### src/inc/rgs_map.svh
`ifndef RGS_MAP_SVH
`define RGS_MAP_SVH

// Register byte offsets on the APB.
`define RGS_OFF_CTRL 8'h00
`define RGS_OFF_SEL 8'h04
`define RGS_OFF_OSLEN 8'h08
`define RGS_OFF_STAT 8'h0c

// Field positions in ramp_control_reg0.
`define RGS_CTRL_EN 0
`define RGS_CTRL_MODE_LSB 1
`define RGS_CTRL_MODE_MSB 2
`define RGS_CTRL_ONE_PULSE 3
`define RGS_CTRL_RISE_EDGE 4
`define RGS_CTRL_FALL_EDGE 5
`define RGS_CTRL_RISE_INV 6
`define RGS_CTRL_FALL_INV 7

// Field positions in the source select register.
`define RGS_SEL_RISE_LSB 0
`define RGS_SEL_RISE_MSB 3
`define RGS_SEL_FALL_LSB 8
`define RGS_SEL_FALL_MSB 11

// Field positions in the status register.
`define RGS_STAT_SHORT 0
`define RGS_STAT_SRC 1
`define RGS_STAT_SINK 2
`define RGS_STAT_OS_BUSY 3
`define RGS_STAT_DIR_UP 4
`define RGS_STAT_RISE_LVL 5
`define RGS_STAT_FALL_LVL 6

// Reset values.
`define RGS_CTRL_RST 8'h00
`define RGS_SEL_RST 16'h0000

// Timing of the one-shot.
`define RGS_CLK_PERIOD_NS 50
`define RGS_ONE_PULSE_NS 50
`define RGS_ONE_PULSE_CYC \
  ((`RGS_ONE_PULSE_NS + `RGS_CLK_PERIOD_NS - 1) / `RGS_CLK_PERIOD_NS)

`endif

### src/inc/rgs_pkg.sv
package rgs_pkg;

  // Ramp mode field of ramp_control_reg0.
  typedef enum logic [1:0] {
    rgs_mode_fall,
    rgs_mode_rise,
    rgs_mode_alt,
    rgs_mode_spare
  } rgs_mode_t;

  // Direction of the alternating ramp.
  typedef enum logic {
    rgs_dir_up,
    rgs_dir_down
  } rgs_dir_t;

endpackage

### src/core/rgs_sync.sv
`timescale 1ns/1ps
`default_nettype none

module rgs_sync (
  input wire logic pclk, // System clock.
  input wire logic presetn, // Asynchronous reset, active low.
  input wire logic d, // Asynchronous input.
  output logic q // Filtered, synchronised level.
);

  logic s1;
  logic s2;
  logic s3;

  // Three stages; the output moves only once stages two and three agree,
  // which also rejects a single-cycle glitch that slips past stage one.
  always_ff @(posedge pclk or negedge presetn) begin
    if (!presetn) begin
      s1 <= 1'b0;
      s2 <= 1'b0;
      s3 <= 1'b0;
      q <= 1'b0;
    end else begin
      s1 <= d;
      s2 <= s1;
      s3 <= s2;
      if (s2 == s3) begin
        q <= s3;
      end
    end
  end

endmodule

`default_nettype wire

### src/core/rgs_ramp_ctrl.sv
// Chosen here: the APB interface to the registers and the register addresses.
`timescale 1ns/1ps
`default_nettype none
`include "rgs_map.svh"

module rgs_ramp_ctrl (
  input wire logic pclk, // System clock, 20 MHz.
  input wire logic presetn, // Asynchronous reset, active low.
  input wire logic psel, // APB select.
  input wire logic penable, // APB access phase.
  input wire logic pwrite, // APB direction, high for write.
  input wire logic [7:0] paddr, // APB byte address.
  input wire logic [31:0] pwdata, // APB write data.
  input wire logic [3:0] pstrb, // APB write byte strobes.
  output logic [31:0] prdata, // APB read data.
  output logic pready, // APB ready.
  output logic pslverr, // APB error for unmapped address.
  input wire logic [3:0] cmp_out, // Comparator outputs.
  input wire logic [3:0] pwm_out, // PWM outputs.
  input wire logic [7:0] pin_in, // I/O pin levels.
  output logic ramp_short, // Capacitor shorting switch closed.
  output logic ramp_src_en, // Current source enabled.
  output logic ramp_sink_en // Current sink enabled.
);

  // Software-visible registers. Only the index bits of the select word
  // are stored; its other bits read as zero, so no flop sits unused.
  logic [7:0] ramp_control_reg0;
  logic [3:0] rise_sel;
  logic [3:0] fall_sel;
  logic [7:0] one_pulse_len;

  // Bus decode. Writes land on the access edge only; the setup cycle is
  // spent capturing read data, so a read shows the state one cycle before
  // its access edge.
  wire bus_setup = psel & ~penable;
  wire bus_write = psel & penable & pwrite;
  wire hit_ctrl = (paddr == `RGS_OFF_CTRL);
  wire hit_sel = (paddr == `RGS_OFF_SEL);
  wire hit_oslen = (paddr == `RGS_OFF_OSLEN);
  wire hit_stat = (paddr == `RGS_OFF_STAT);
  wire hit_any = hit_ctrl | hit_sel | hit_oslen | hit_stat;
  wire wr_ctrl = bus_write & hit_ctrl & pstrb[0];
  wire wr_sel_lo = bus_write & hit_sel & pstrb[0];
  wire wr_sel_hi = bus_write & hit_sel & pstrb[1];
  wire wr_oslen = bus_write & hit_oslen & pstrb[0];

  // Zero-wait slave: every access completes in its first access cycle.
  // Nothing here needs time to answer, so wait states would only cost.
  assign pready = 1'b1;

  // Control fields.
  wire ctl_enable = ramp_control_reg0[`RGS_CTRL_EN];
  wire one_pulse_enable = ramp_control_reg0[`RGS_CTRL_ONE_PULSE];
  wire rise_input_edge_select = ramp_control_reg0[`RGS_CTRL_RISE_EDGE];
  wire fall_input_edge_select = ramp_control_reg0[`RGS_CTRL_FALL_EDGE];
  wire rise_invert = ramp_control_reg0[`RGS_CTRL_RISE_INV];
  wire fall_invert = ramp_control_reg0[`RGS_CTRL_FALL_INV];
  wire [3:0] rise_src_idx = rise_sel;
  wire [3:0] fall_src_idx = fall_sel;

  // Mode decode; the spare code behaves as the falling ramp, so no
  // setting can leave the switches in an undefined combination.
  rgs_pkg::rgs_mode_t mode;
  assign mode = rgs_pkg::rgs_mode_t'(
    ramp_control_reg0[`RGS_CTRL_MODE_MSB:`RGS_CTRL_MODE_LSB]);
  wire mode_alt = (mode == rgs_pkg::rgs_mode_alt);
  wire mode_rise = (mode == rgs_pkg::rgs_mode_rise);

  // Control register write, byte lane 0 only. A new mode acts at the next
  // edge with no hand-over, so software should disable before changing it.
  always_ff @(posedge pclk or negedge presetn) begin
    if (!presetn) begin
      ramp_control_reg0 <= `RGS_CTRL_RST;
    end else if (wr_ctrl) begin
      ramp_control_reg0 <= pwdata[7:0];
    end
  end

  // Rise source index, written through byte lane 0.
  always_ff @(posedge pclk or negedge presetn) begin
    if (!presetn) begin
      rise_sel <= 4'(`RGS_SEL_RST);
    end else if (wr_sel_lo) begin
      rise_sel <= pwdata[`RGS_SEL_RISE_MSB:`RGS_SEL_RISE_LSB];
    end
  end

  // Fall source index, written through byte lane 1.
  always_ff @(posedge pclk or negedge presetn) begin
    if (!presetn) begin
      fall_sel <= 4'(`RGS_SEL_RST >> `RGS_SEL_FALL_LSB);
    end else if (wr_sel_hi) begin
      fall_sel <= pwdata[`RGS_SEL_FALL_MSB:`RGS_SEL_FALL_LSB];
    end
  end

  // One-shot length in pclk cycles; zero is stored but used as one,
  // so the switch can never be released with no hold at all.
  always_ff @(posedge pclk or negedge presetn) begin
    if (!presetn) begin
      one_pulse_len <= 8'(`RGS_ONE_PULSE_CYC);
    end else if (wr_oslen) begin
      one_pulse_len <= pwdata[7:0];
    end
  end

  // All timing sources in one vector: comparators, PWMs, then pins.
  // Four index bits cover all sixteen, so no index can fall outside.
  wire [15:0] src_vec = {pin_in, pwm_out, cmp_out};
  wire rise_raw = src_vec[rise_src_idx];
  wire fall_raw = src_vec[fall_src_idx];

  // The selection is made before the synchroniser, so a reselect glitch
  // is filtered like any other asynchronous change. Each path costs four
  // cycles of latency, three stages and the agreement; a source pulse
  // under two cycles wide may be lost.
  logic rise_sync;
  logic fall_sync;

  rgs_sync u_rise_sync (
    .pclk(pclk),
    .presetn(presetn),
    .d(rise_raw),
    .q(rise_sync)
  );

  rgs_sync u_fall_sync (
    .pclk(pclk),
    .presetn(presetn),
    .d(fall_raw),
    .q(fall_sync)
  );

  // Polarity applied after synchronisation so one source can drive both.
  // Inverting after the filter keeps the latency of both paths identical.
  wire rise_lvl = rise_sync ^ rise_invert;
  wire fall_lvl = fall_sync ^ fall_invert;

  // Previous samples for edge detection. They reset low to match an idle,
  // non-inverted input; setting an inversion bit while the block runs
  // is therefore seen as an edge.
  logic rise_prev;
  logic fall_prev;

  always_ff @(posedge pclk or negedge presetn) begin
    if (!presetn) begin
      rise_prev <= 1'b0;
      fall_prev <= 1'b0;
    end else begin
      rise_prev <= rise_lvl;
      fall_prev <= fall_lvl;
    end
  end

  // Assertion edges compare consecutive post-inversion samples.
  // Only the asserting change counts; a release is no event.
  wire rise_edge = rise_lvl & ~rise_prev;
  wire fall_edge = fall_lvl & ~fall_prev;

  // One-shot counter state. The count starts on the trigger edge, so the
  // hold lasts the length plus that edge and never falls short of the
  // minimum, at the cost of one extra cycle.
  logic [7:0] os_cnt;
  wire os_busy = (os_cnt != 8'h00);
  wire [7:0] os_load = (one_pulse_len == 8'h00) ? 8'h01 : one_pulse_len;

  // Requests: edges are lost while the one-shot runs, levels just wait.
  // Gating here, ahead of both mode paths, keeps the hold alike in both.
  wire rise_sense = rise_input_edge_select ? rise_edge : rise_lvl;
  wire fall_sense = fall_input_edge_select ? fall_edge : fall_lvl;
  wire rise_req = rise_sense & ~os_busy;
  wire fall_req = fall_sense & ~os_busy;

  // Ramp state.
  logic short_q;
  logic charge_q;
  rgs_pkg::rgs_dir_t dir;
  logic next_short;
  logic next_charge;
  rgs_pkg::rgs_dir_t next_dir;
  logic alt_turn;

  // Rise/fall modes: the fall request discharges the capacitor back to
  // the input level; an edge-sensitive input latches its action until
  // the opposite request, a level input acts only while it is held.
  // Busy is tested before the requests, so the hold overrides a rise.
  always_comb begin
    next_short = 1'b0;
    next_charge = 1'b0;
    if (!ctl_enable || mode_alt) begin
      next_short = 1'b0;
      next_charge = 1'b0;
    end else if (os_busy) begin
      next_short = 1'b1;
      next_charge = 1'b0;
    end else if (fall_req) begin
      next_short = 1'b1;
      next_charge = 1'b0;
    end else if (rise_req) begin
      next_short = 1'b0;
      next_charge = 1'b1;
    end else begin
      next_short = fall_input_edge_select & short_q;
      next_charge = rise_input_edge_select & charge_q;
    end
  end

  // Alternating mode: turn down on a fall request, up on a rise request.
  // No other state is kept, so a disable always restarts the ramp upward;
  // the one-shot gates both requests so each ramp has its minimum length.
  always_comb begin
    next_dir = dir;
    alt_turn = 1'b0;
    if (!ctl_enable || !mode_alt) begin
      next_dir = rgs_pkg::rgs_dir_up;
    end else begin
      case (dir)
        rgs_pkg::rgs_dir_up: begin
          if (fall_req) begin
            next_dir = rgs_pkg::rgs_dir_down;
            alt_turn = 1'b1;
          end
        end
        rgs_pkg::rgs_dir_down: begin
          if (rise_req) begin
            next_dir = rgs_pkg::rgs_dir_up;
            alt_turn = 1'b1;
          end
        end
        default: begin
          next_dir = rgs_pkg::rgs_dir_up;
        end
      endcase
    end
  end

  // A one-shot starts on each discharge or, in alternating mode, on each
  // change of direction, and only when software has enabled it.
  // A trigger while busy cannot occur, as busy gates every request.
  wire os_trigger = mode_alt ? alt_turn : fall_req;
  wire os_start = ctl_enable & one_pulse_enable & os_trigger;

  // One-shot down-counter on pclk.
  // Eight bits cover up to 255 cycles, far past the minimum hold.
  always_ff @(posedge pclk or negedge presetn) begin
    if (!presetn) begin
      os_cnt <= 8'h00;
    end else if (os_start) begin
      os_cnt <= os_load;
    end else if (os_busy) begin
      os_cnt <= os_cnt - 8'h01;
    end
  end

  // State registers. Direction resets to up, so an alternating ramp
  // always begins by charging.
  always_ff @(posedge pclk or negedge presetn) begin
    if (!presetn) begin
      short_q <= 1'b0;
      charge_q <= 1'b0;
      dir <= rgs_pkg::rgs_dir_up;
    end else begin
      short_q <= next_short;
      charge_q <= next_charge;
      dir <= next_dir;
    end
  end

  // Output drive: the rising mode charges with the source, the falling
  // mode with the sink; alternating mode picks by direction and never
  // shorts the capacitor. Both currents come from next-state terms, so
  // they move on the same edge as the switch.
  wire alt_up = ctl_enable & mode_alt & (next_dir == rgs_pkg::rgs_dir_up);
  wire alt_down = ctl_enable & mode_alt & (next_dir == rgs_pkg::rgs_dir_down);
  wire next_src = alt_up | (next_charge & mode_rise);
  wire next_sink = alt_down | (next_charge & ~mode_rise);

  // Outputs are registered so the analog switches see no decode glitch.
  // The price is one cycle of latency after the request is decided.
  always_ff @(posedge pclk or negedge presetn) begin
    if (!presetn) begin
      ramp_short <= 1'b0;
      ramp_src_en <= 1'b0;
      ramp_sink_en <= 1'b0;
    end else begin
      ramp_short <= next_short & ~mode_alt;
      ramp_src_en <= next_src;
      ramp_sink_en <= next_sink;
    end
  end

  // Status word reflecting live block state. Like every read it is taken
  // in the setup cycle, so what software sees is one bus cycle old.
  logic [31:0] stat_word;

  always_comb begin
    stat_word = 32'h0000_0000;
    stat_word[`RGS_STAT_SHORT] = ramp_short;
    stat_word[`RGS_STAT_SRC] = ramp_src_en;
    stat_word[`RGS_STAT_SINK] = ramp_sink_en;
    stat_word[`RGS_STAT_OS_BUSY] = os_busy;
    stat_word[`RGS_STAT_DIR_UP] = (dir == rgs_pkg::rgs_dir_up);
    stat_word[`RGS_STAT_RISE_LVL] = rise_lvl;
    stat_word[`RGS_STAT_FALL_LVL] = fall_lvl;
  end

  // Read data selection; unmapped offsets read as zero.
  // Reserved bits are tied low here rather than in each register.
  wire [31:0] rd_ctrl = {24'h000000, ramp_control_reg0};
  wire [31:0] rd_sel = {16'h0000, 4'h0, fall_src_idx, 4'h0, rise_src_idx};
  wire [31:0] rd_oslen = {24'h000000, one_pulse_len};
  wire [31:0] rd_mux = hit_ctrl ? rd_ctrl :
                       hit_sel ? rd_sel :
                       hit_oslen ? rd_oslen :
                       hit_stat ? stat_word : 32'h0000_0000;

  // Read data and error are captured in the setup cycle, so they are
  // stable from flip-flops for the whole access phase.
  always_ff @(posedge pclk or negedge presetn) begin
    if (!presetn) begin
      prdata <= 32'h0000_0000;
      pslverr <= 1'b0;
    end else if (bus_setup) begin
      prdata <= pwrite ? 32'h0000_0000 : rd_mux;
      pslverr <= ~hit_any;
    end
  end

endmodule

`default_nettype wire

### config.mk
export PLATFORM = sky130hd
export DESIGN_NAME = rgs_ramp_ctrl
export DESIGN_NICKNAME = d
export VERILOG_FILES = /design/src/inc/rgs_pkg.sv /design/src/core/rgs_sync.sv /design/src/core/rgs_ramp_ctrl.sv
export VERILOG_INCLUDE_DIRS = /design/src /design/src/inc
export SDC_FILE = /design/constraint.sdc
export NUM_CORES = 1
export LEC_CHECK = 0
export ABC_AREA = 1
export BUFFER_PORTS_ARGS = -buffer_cell sky130_fd_sc_hd__buf_4
export CAP_MARGIN = 20
export CELL_PAD_IN_SITES_DETAIL_PLACEMENT = 0
export CELL_PAD_IN_SITES_GLOBAL_PLACEMENT = 1
export CORE_UTILIZATION = 40
export CTS_CLUSTER_SIZE = 16
export DETAILED_ROUTE_END_ITERATION = 16
export HOLD_SLACK_MARGIN = 0.08
export PLACE_DENSITY_LB_ADDON = 0.1
export RECOVER_POWER = 25
export SLEW_MARGIN = 20
export SYNTH_ARGS = -nofsm -noshare
export SYNTH_HDL_FRONTEND = slang
export SYNTH_SLANG_ARGS = --single-unit
### constraint.sdc
create_clock -name pclk -period 4.1 [get_ports pclk]
set_input_delay 0.615 -clock pclk [delete_from_list [all_inputs] [get_ports pclk]]
set_output_delay 0.615 -clock pclk [all_outputs]
set_load 0.03 [all_outputs]
Yosys cells after proc, flatten, opt, wreduce, memory -nomap -nowiden
Index checks and enable logic that the tools add are counted.

Input port bits: 65. Output and inout port bits: 37. Logic and storage cells: 111. Flip-flop bits (word level): 81.

Add/sub/neg operators: 1. Magnitude comparators: 2. Bitwise logic cells: 40. Reduce and logical (&&, ||, !) cells: 8. Eq/ne operators: 7. Muxes and demuxes: 30.

Operators with widths (count): two-way mux 12 bit (3); two-way mux 8 bit (4); AND 1 bit (24); two-way mux 1 bit (18); == test 8 x 4 -> 1 bit, second input constant (2); logical NOT 8 bit (2); less-than comparator 4 x 5 -> 1 bit, second input constant (2); NOT 1 bit (9); binary-select mux 1 bit (select 4 bit) (2); == test 8 x 3 -> 1 bit, second input constant (1); nonzero test 8 bit (1); subtractor 8 x 1 -> 8 bit, second input constant (1); two-way mux 7 bit (1); OR 1 bit (5); case mux 1 bit (2 select lines) (2); == test 1 bit (2); == test 2 x 1 -> 1 bit, second input constant (1); == test 2 bit, second input constant (1); logical NOT 1 bit (2); logical OR 1 bit (2); nonzero test 2 bit (1); bitwise XOR 1 bit (2).

Depth between registers and ports, before layout
Depth after elaboration: 10. Gate-level depth with buffers: 12. Gate-level depth less buffers: 12.

By module
From an unflattened synthesis, not the netlist that was laid out.

Cells, all modules: 433. Area, all modules: 3291.9 um^2.

Modules (own cells, without submodules): rgs_ramp_ctrl (area each 3059.2 um^2, cells each 417, times used 1, seq. area each 1327.5 um^2); rgs_sync (area each 116.4 um^2, cells each 8, times used 2, seq. area each 100.1 um^2).

Least setup slack after synthesis
OpenSTA, ideal clock, no wires.

Path type: in2reg. Start: input port paddr[7]. End: register one_pulse_len[6]. Required time: 3983 ps. Cell stages on the path: 7. Library setup time: 117 ps. Buffers on the path: 1. Arrival: 1506 ps. Setup slack: 2476 ps. Path through: nor2_1 nand3_2 inv_1 nand3_1 buf_6 nand2_1 o21ai_2.

Longest elaborated chain between the ends: 3.

Ends and longest elaborated chain: start: declaration (RTL line rgs_ramp_ctrl.sv:12) `input wire logic [7:0] paddr,`; == test 8 x 4 -> 1 bit (no source line); AND 1 bit (2 in a row) (RTL line rgs_ramp_ctrl.sv:46) `wire wr_oslen = bus_write & hit_oslen & pstrb[0];`; end signal: assignment (RTL line rgs_ramp_ctrl.sv:102) `` one_pulse_len <= 8'(`RGS_ONE_PULSE_CYC); ``; end signal: assignment (RTL line rgs_ramp_ctrl.sv:104) `one_pulse_len <= pwdata[7:0];`; end: declaration (RTL line rgs_ramp_ctrl.sv:31) `logic [7:0] one_pulse_len;`.

No other way between the ends. A chain may end at the register's enable or synchronous reset.

Worst setup path after layout
Start: input port paddr[7]. End: register one_pulse_len[7].

The elaborated chain is that of the path after synthesis.

==> summary.md <==
| Metric | Value |
|---|---|
| H-Tree Depth | `3` |
| RSZ-0062 raised after global routing | `false` |
| CP endpoint kind | `flip-flop` |
| Peak supply drop | `0.129 mV` |
| Pin count of the biggest net entering global routing | `62` |
| Leakage | `2.06 nW` |
| Post-synthesis simple-gate area fraction | `0.247` |
| Vias in the first global route | `2633` |
| Routability congestion estimate | `0.802` |
| Seq/Total Area, Yosys | `0.455` |
| Wire length on met3 | `326 um` |
| # clock sinks | `61` |
| Worst-path cell chain | `buf_4, nor2_1, nand3_2, inv_1, nand3_1, nand2_1, o21ai_2` |
| Top post-synthesis cells by area | `dfrtp_1 45%, nand2_1 11%, inv_1 6.7%` |
| # DRC | `0` |
| Crit path max-delay family | `simple AND/OR/NAND/NOR gates` |
| Fin crit period | `1.82 ns` |
| Tot GR Track Use | `0.196` |
| Clock-pin slew on the worst setup and hold paths | `0.07 ns` |
| First-pass GRT wire length | `13100 um` |
| Cts bufs inserted | `9` |
| Port Buffers | `58` |
| Mux share of post-synthesis cell area | `0` |
| Largest family of logic cells by synthesized area | `simple AND/OR/NAND/NOR gates` |
| F_max | `550 MHz` |
| WL per Instance | `13.2 um` |
| Final Setup Violations | `0` |
| I/O pins | `102` |
| Post-DR vias/cell | `4.80` |
| Clk_skew | `0.00999 ns` |
| Hold Fails Final Rpt | `0` |
| Combinational Power Share | `0.200` |
| Max transition margin | `0.483` |
| Routed wl met2 | `3700 um` |
| Synth Area per Inst | `7.96 sq um` |
| CP startpoint kind | `input pin` |
| Post-layout total power | `1.53 mW` |
| CP Data Arrival Time | `2.02 ns` |
| Area share of the largest cell type after synthesis | `0.447` |
| Cell count after synthesis | `422` |
| Hpwl dp | `5880 um` |
| Rows | `33` |
| Hold_buf cts | `0` |
| Max Used Layer | `met4` |
| Sw Ratio | `0.303` |
| Routed WL | `7820 um` |
| Final hold slack | `0.348 ns` |
| WL met1 | `3700 um` |
| Initial antenna violation count | `0` |
| Final std cells w/o fill | `591` |
| DP Worst Slack | `1.90 ns` |
| Max_cap viols | `0` |
| Die H | `93.6 um` |
| Netlist cell types | `40` |
| Reg2Reg Depth | `9` |
| Slew @ Worst Pin | `0.776 ns` |
| Synth Area in Adders | `0.0134` |
| Initial Util | `0.411` |
| CTS tree | `yes` |
| CP peak stage delay | `0.54 ns` |
| Final slew viol count | `0` |
| Outcome | `finished clean` |
| CP Class | `in2reg` |
| Area grow syn2layout | `18.7%` |
| Pint | `1.07 mW` |
| Synth area leader | `dfrtp_1` |
| CP max FO | `16` |
| Final WS setup | `2.28 ns` |
| Die area | `0.00877 sq mm` |
| Core footprint | `0.00818 sq mm` |
| Util after Layout | `0.488` |
| PD cells | `384 mW/mm^2` |
| CP max stage cell | `nand3_1` |
| Die width | `93.6 um` |
| CTS max path bufs | `2` |
| Diode count | `0` |
| Clk pwr share | `0.345` |
| Dpl cell area | `0.00380 sq mm` |
| Antenna Nets Post-Route | `0` |
| CP Depth | `7` |
| Net Sw Power | `464 uW` |
| Placed instance count | `575` |
| Drt pass-1 iters | `4` |
| Clock root buffer master | `clkbuf_8` |
| Critical path buffer and inverter count | `2` |
| Vias | `2838` |
| Setup_tns | `0 ns` |
| Post-CTS Setup Inserts | `0` |
| Cell area after layout | `0.00399 sq mm` |
| Xor/xnor cell area share of the yosys netlist | `0.00261` |
| DRT iter0 DRCs | `120` |
| Post-CTS sizing | `0` |
| Seq pwr share | `0.456` |
| Clk_lat worst skew | `0.34 ns` |
| Hold WC Path Type | `in2async` |
| GR Overflow Total | `0` |
| Share of layout cells above drive strength 1 | `0.214` |
| Post-Syn Area | `0.00336 sq mm` |
| FF+latch count, synth | `61` |
| Final net count | `548` |
| Synth warnings | `0` |
| Final cycle utilization of the critical path | `0.444` |
| Synth Area in Compound Gates | `0.151` |
| WP data required | `4.30 ns` |
==> metal layers <==
metal / vias to the layer above / global-route usage
met2: 75 / 0.304
met4: 0 / 0.0615
li1: 1435 / -
met5: - / 0
met3: 10 / 0.0488
met1: 1318 / 0.268
==> area by class of cell <==
| type | instances | area (sq um) |
|---|---|---|
| clock buffers | 12 | 145 |
| clock inverters | 4 | 47.5 |
| fillers | 824 | 4190 |
| inverters | 62 | 234 |
| multi-input cells | 289 | 1470 |
| flip-flops and latches | 61 | 1530 |
| well taps | 105 | 131 |
| repair buffers | 58 | 435 |
==> kinds of logic after synthesis <==
logic type               count (synthesis)
buffers and inverters                   91
other                                    2
AO/OA/AOI/OAI                           85
flip-flops                              61
AND/OR/NAND/NOR                        178
XOR/XNOR                                 1
adder cells (fa/ha/maj)                  4
==> cells in the mapped netlist (all sizes together) <==
cell,number
and3,2
dfstp,1
or2,1
nor2,35
ha,2
a31oi,2
nor3b,1
o221ai,1
conb,2
xor2,1
clkinv,1
nand3b,1
dfrtp,60
o22ai,3
nand2,107
maj3,2
nor3,1
o211ai,9
a32o,1
nand3,27
o31ai,1
o21ai,50
clkbuf,4
nand4,2
a21oi,18
inv,61
and2,1
buf,25
==> worst reg2reg max path: cells and delay by family, from the launching register on <==
family	cells	cell delay (ns)
AO/OA/AOI/OAI	1	0.08
adder cells (fa/ha/maj)	1	0.18
AND/OR/NAND/NOR	5	0.63
buffers and inverters	2	0.24
flip-flops	1	0.38
==> power by group through the flow <==
| stage | registers [mW] | clock network [mW] | logic [mW] |
|---|---|---|---|
| 4_1_cts | 0.696 | 0.541 | 0.308 |
| 3_3_place_gp | 0.705 | 0 | 0.303 |
| 2_1_floorplan | 0.699 | 0 | 0.239 |
| 3_5_place_dp | 0.707 | 0 | 0.306 |
| 6_report | 0.697 | 0.527 | 0.306 |
| 5_1_grt | 0.702 | 0.569 | 0.355 |
==> sequential cells by signal, indices dropped and copies added, names as in the netlist, 4 cells and up <==
| signal | cells |
|---|---|
| os_cnt | 8 |
| one_pulse_len | 8 |
| rise_sel | 4 |
| fall_sel | 4 |
| prdata | 12 |
| ramp_control_reg0 | 8 |
==> worst paths after layout <==
kind	from	to	slack (ns)
min in group pclk	u_fall_sync.s1	u_fall_sync.s2	0.35
hold / removal	presetn	os_cnt[7]	0.35
setup reg to reg	os_cnt[0]	ramp_src_en	2.49
max in group asynchronous	presetn	rise_sel[2]	3.23
setup / recovery	paddr[7]	one_pulse_len[7]	2.28
hold reg to reg	u_fall_sync.s1	u_fall_sync.s2	0.35
==> placed cells by master, fill, tap and decap left out, types with 2 or more instances in the layout <==
master,n
nand4_1,2
nand3_1,26
nor2_2,4
inv_1,60
nand2_1,99
dfrtp_1,60
clkinv_2,3
nor2_1,26
nand2_4,2
conb_1,21
o21ai_1,5
a31oi_1,2
ha_1,2
o21ai_2,8
a21oi_1,17
buf_4,58
clkbuf_8,10
clkbuf_1,2
and3_1,2
o21ai_0,37
o211ai_1,9
maj3_1,2
nor2_4,4
o22ai_1,3
nand2_2,6
Note: power is estimated with default switching activity, not from simulation.
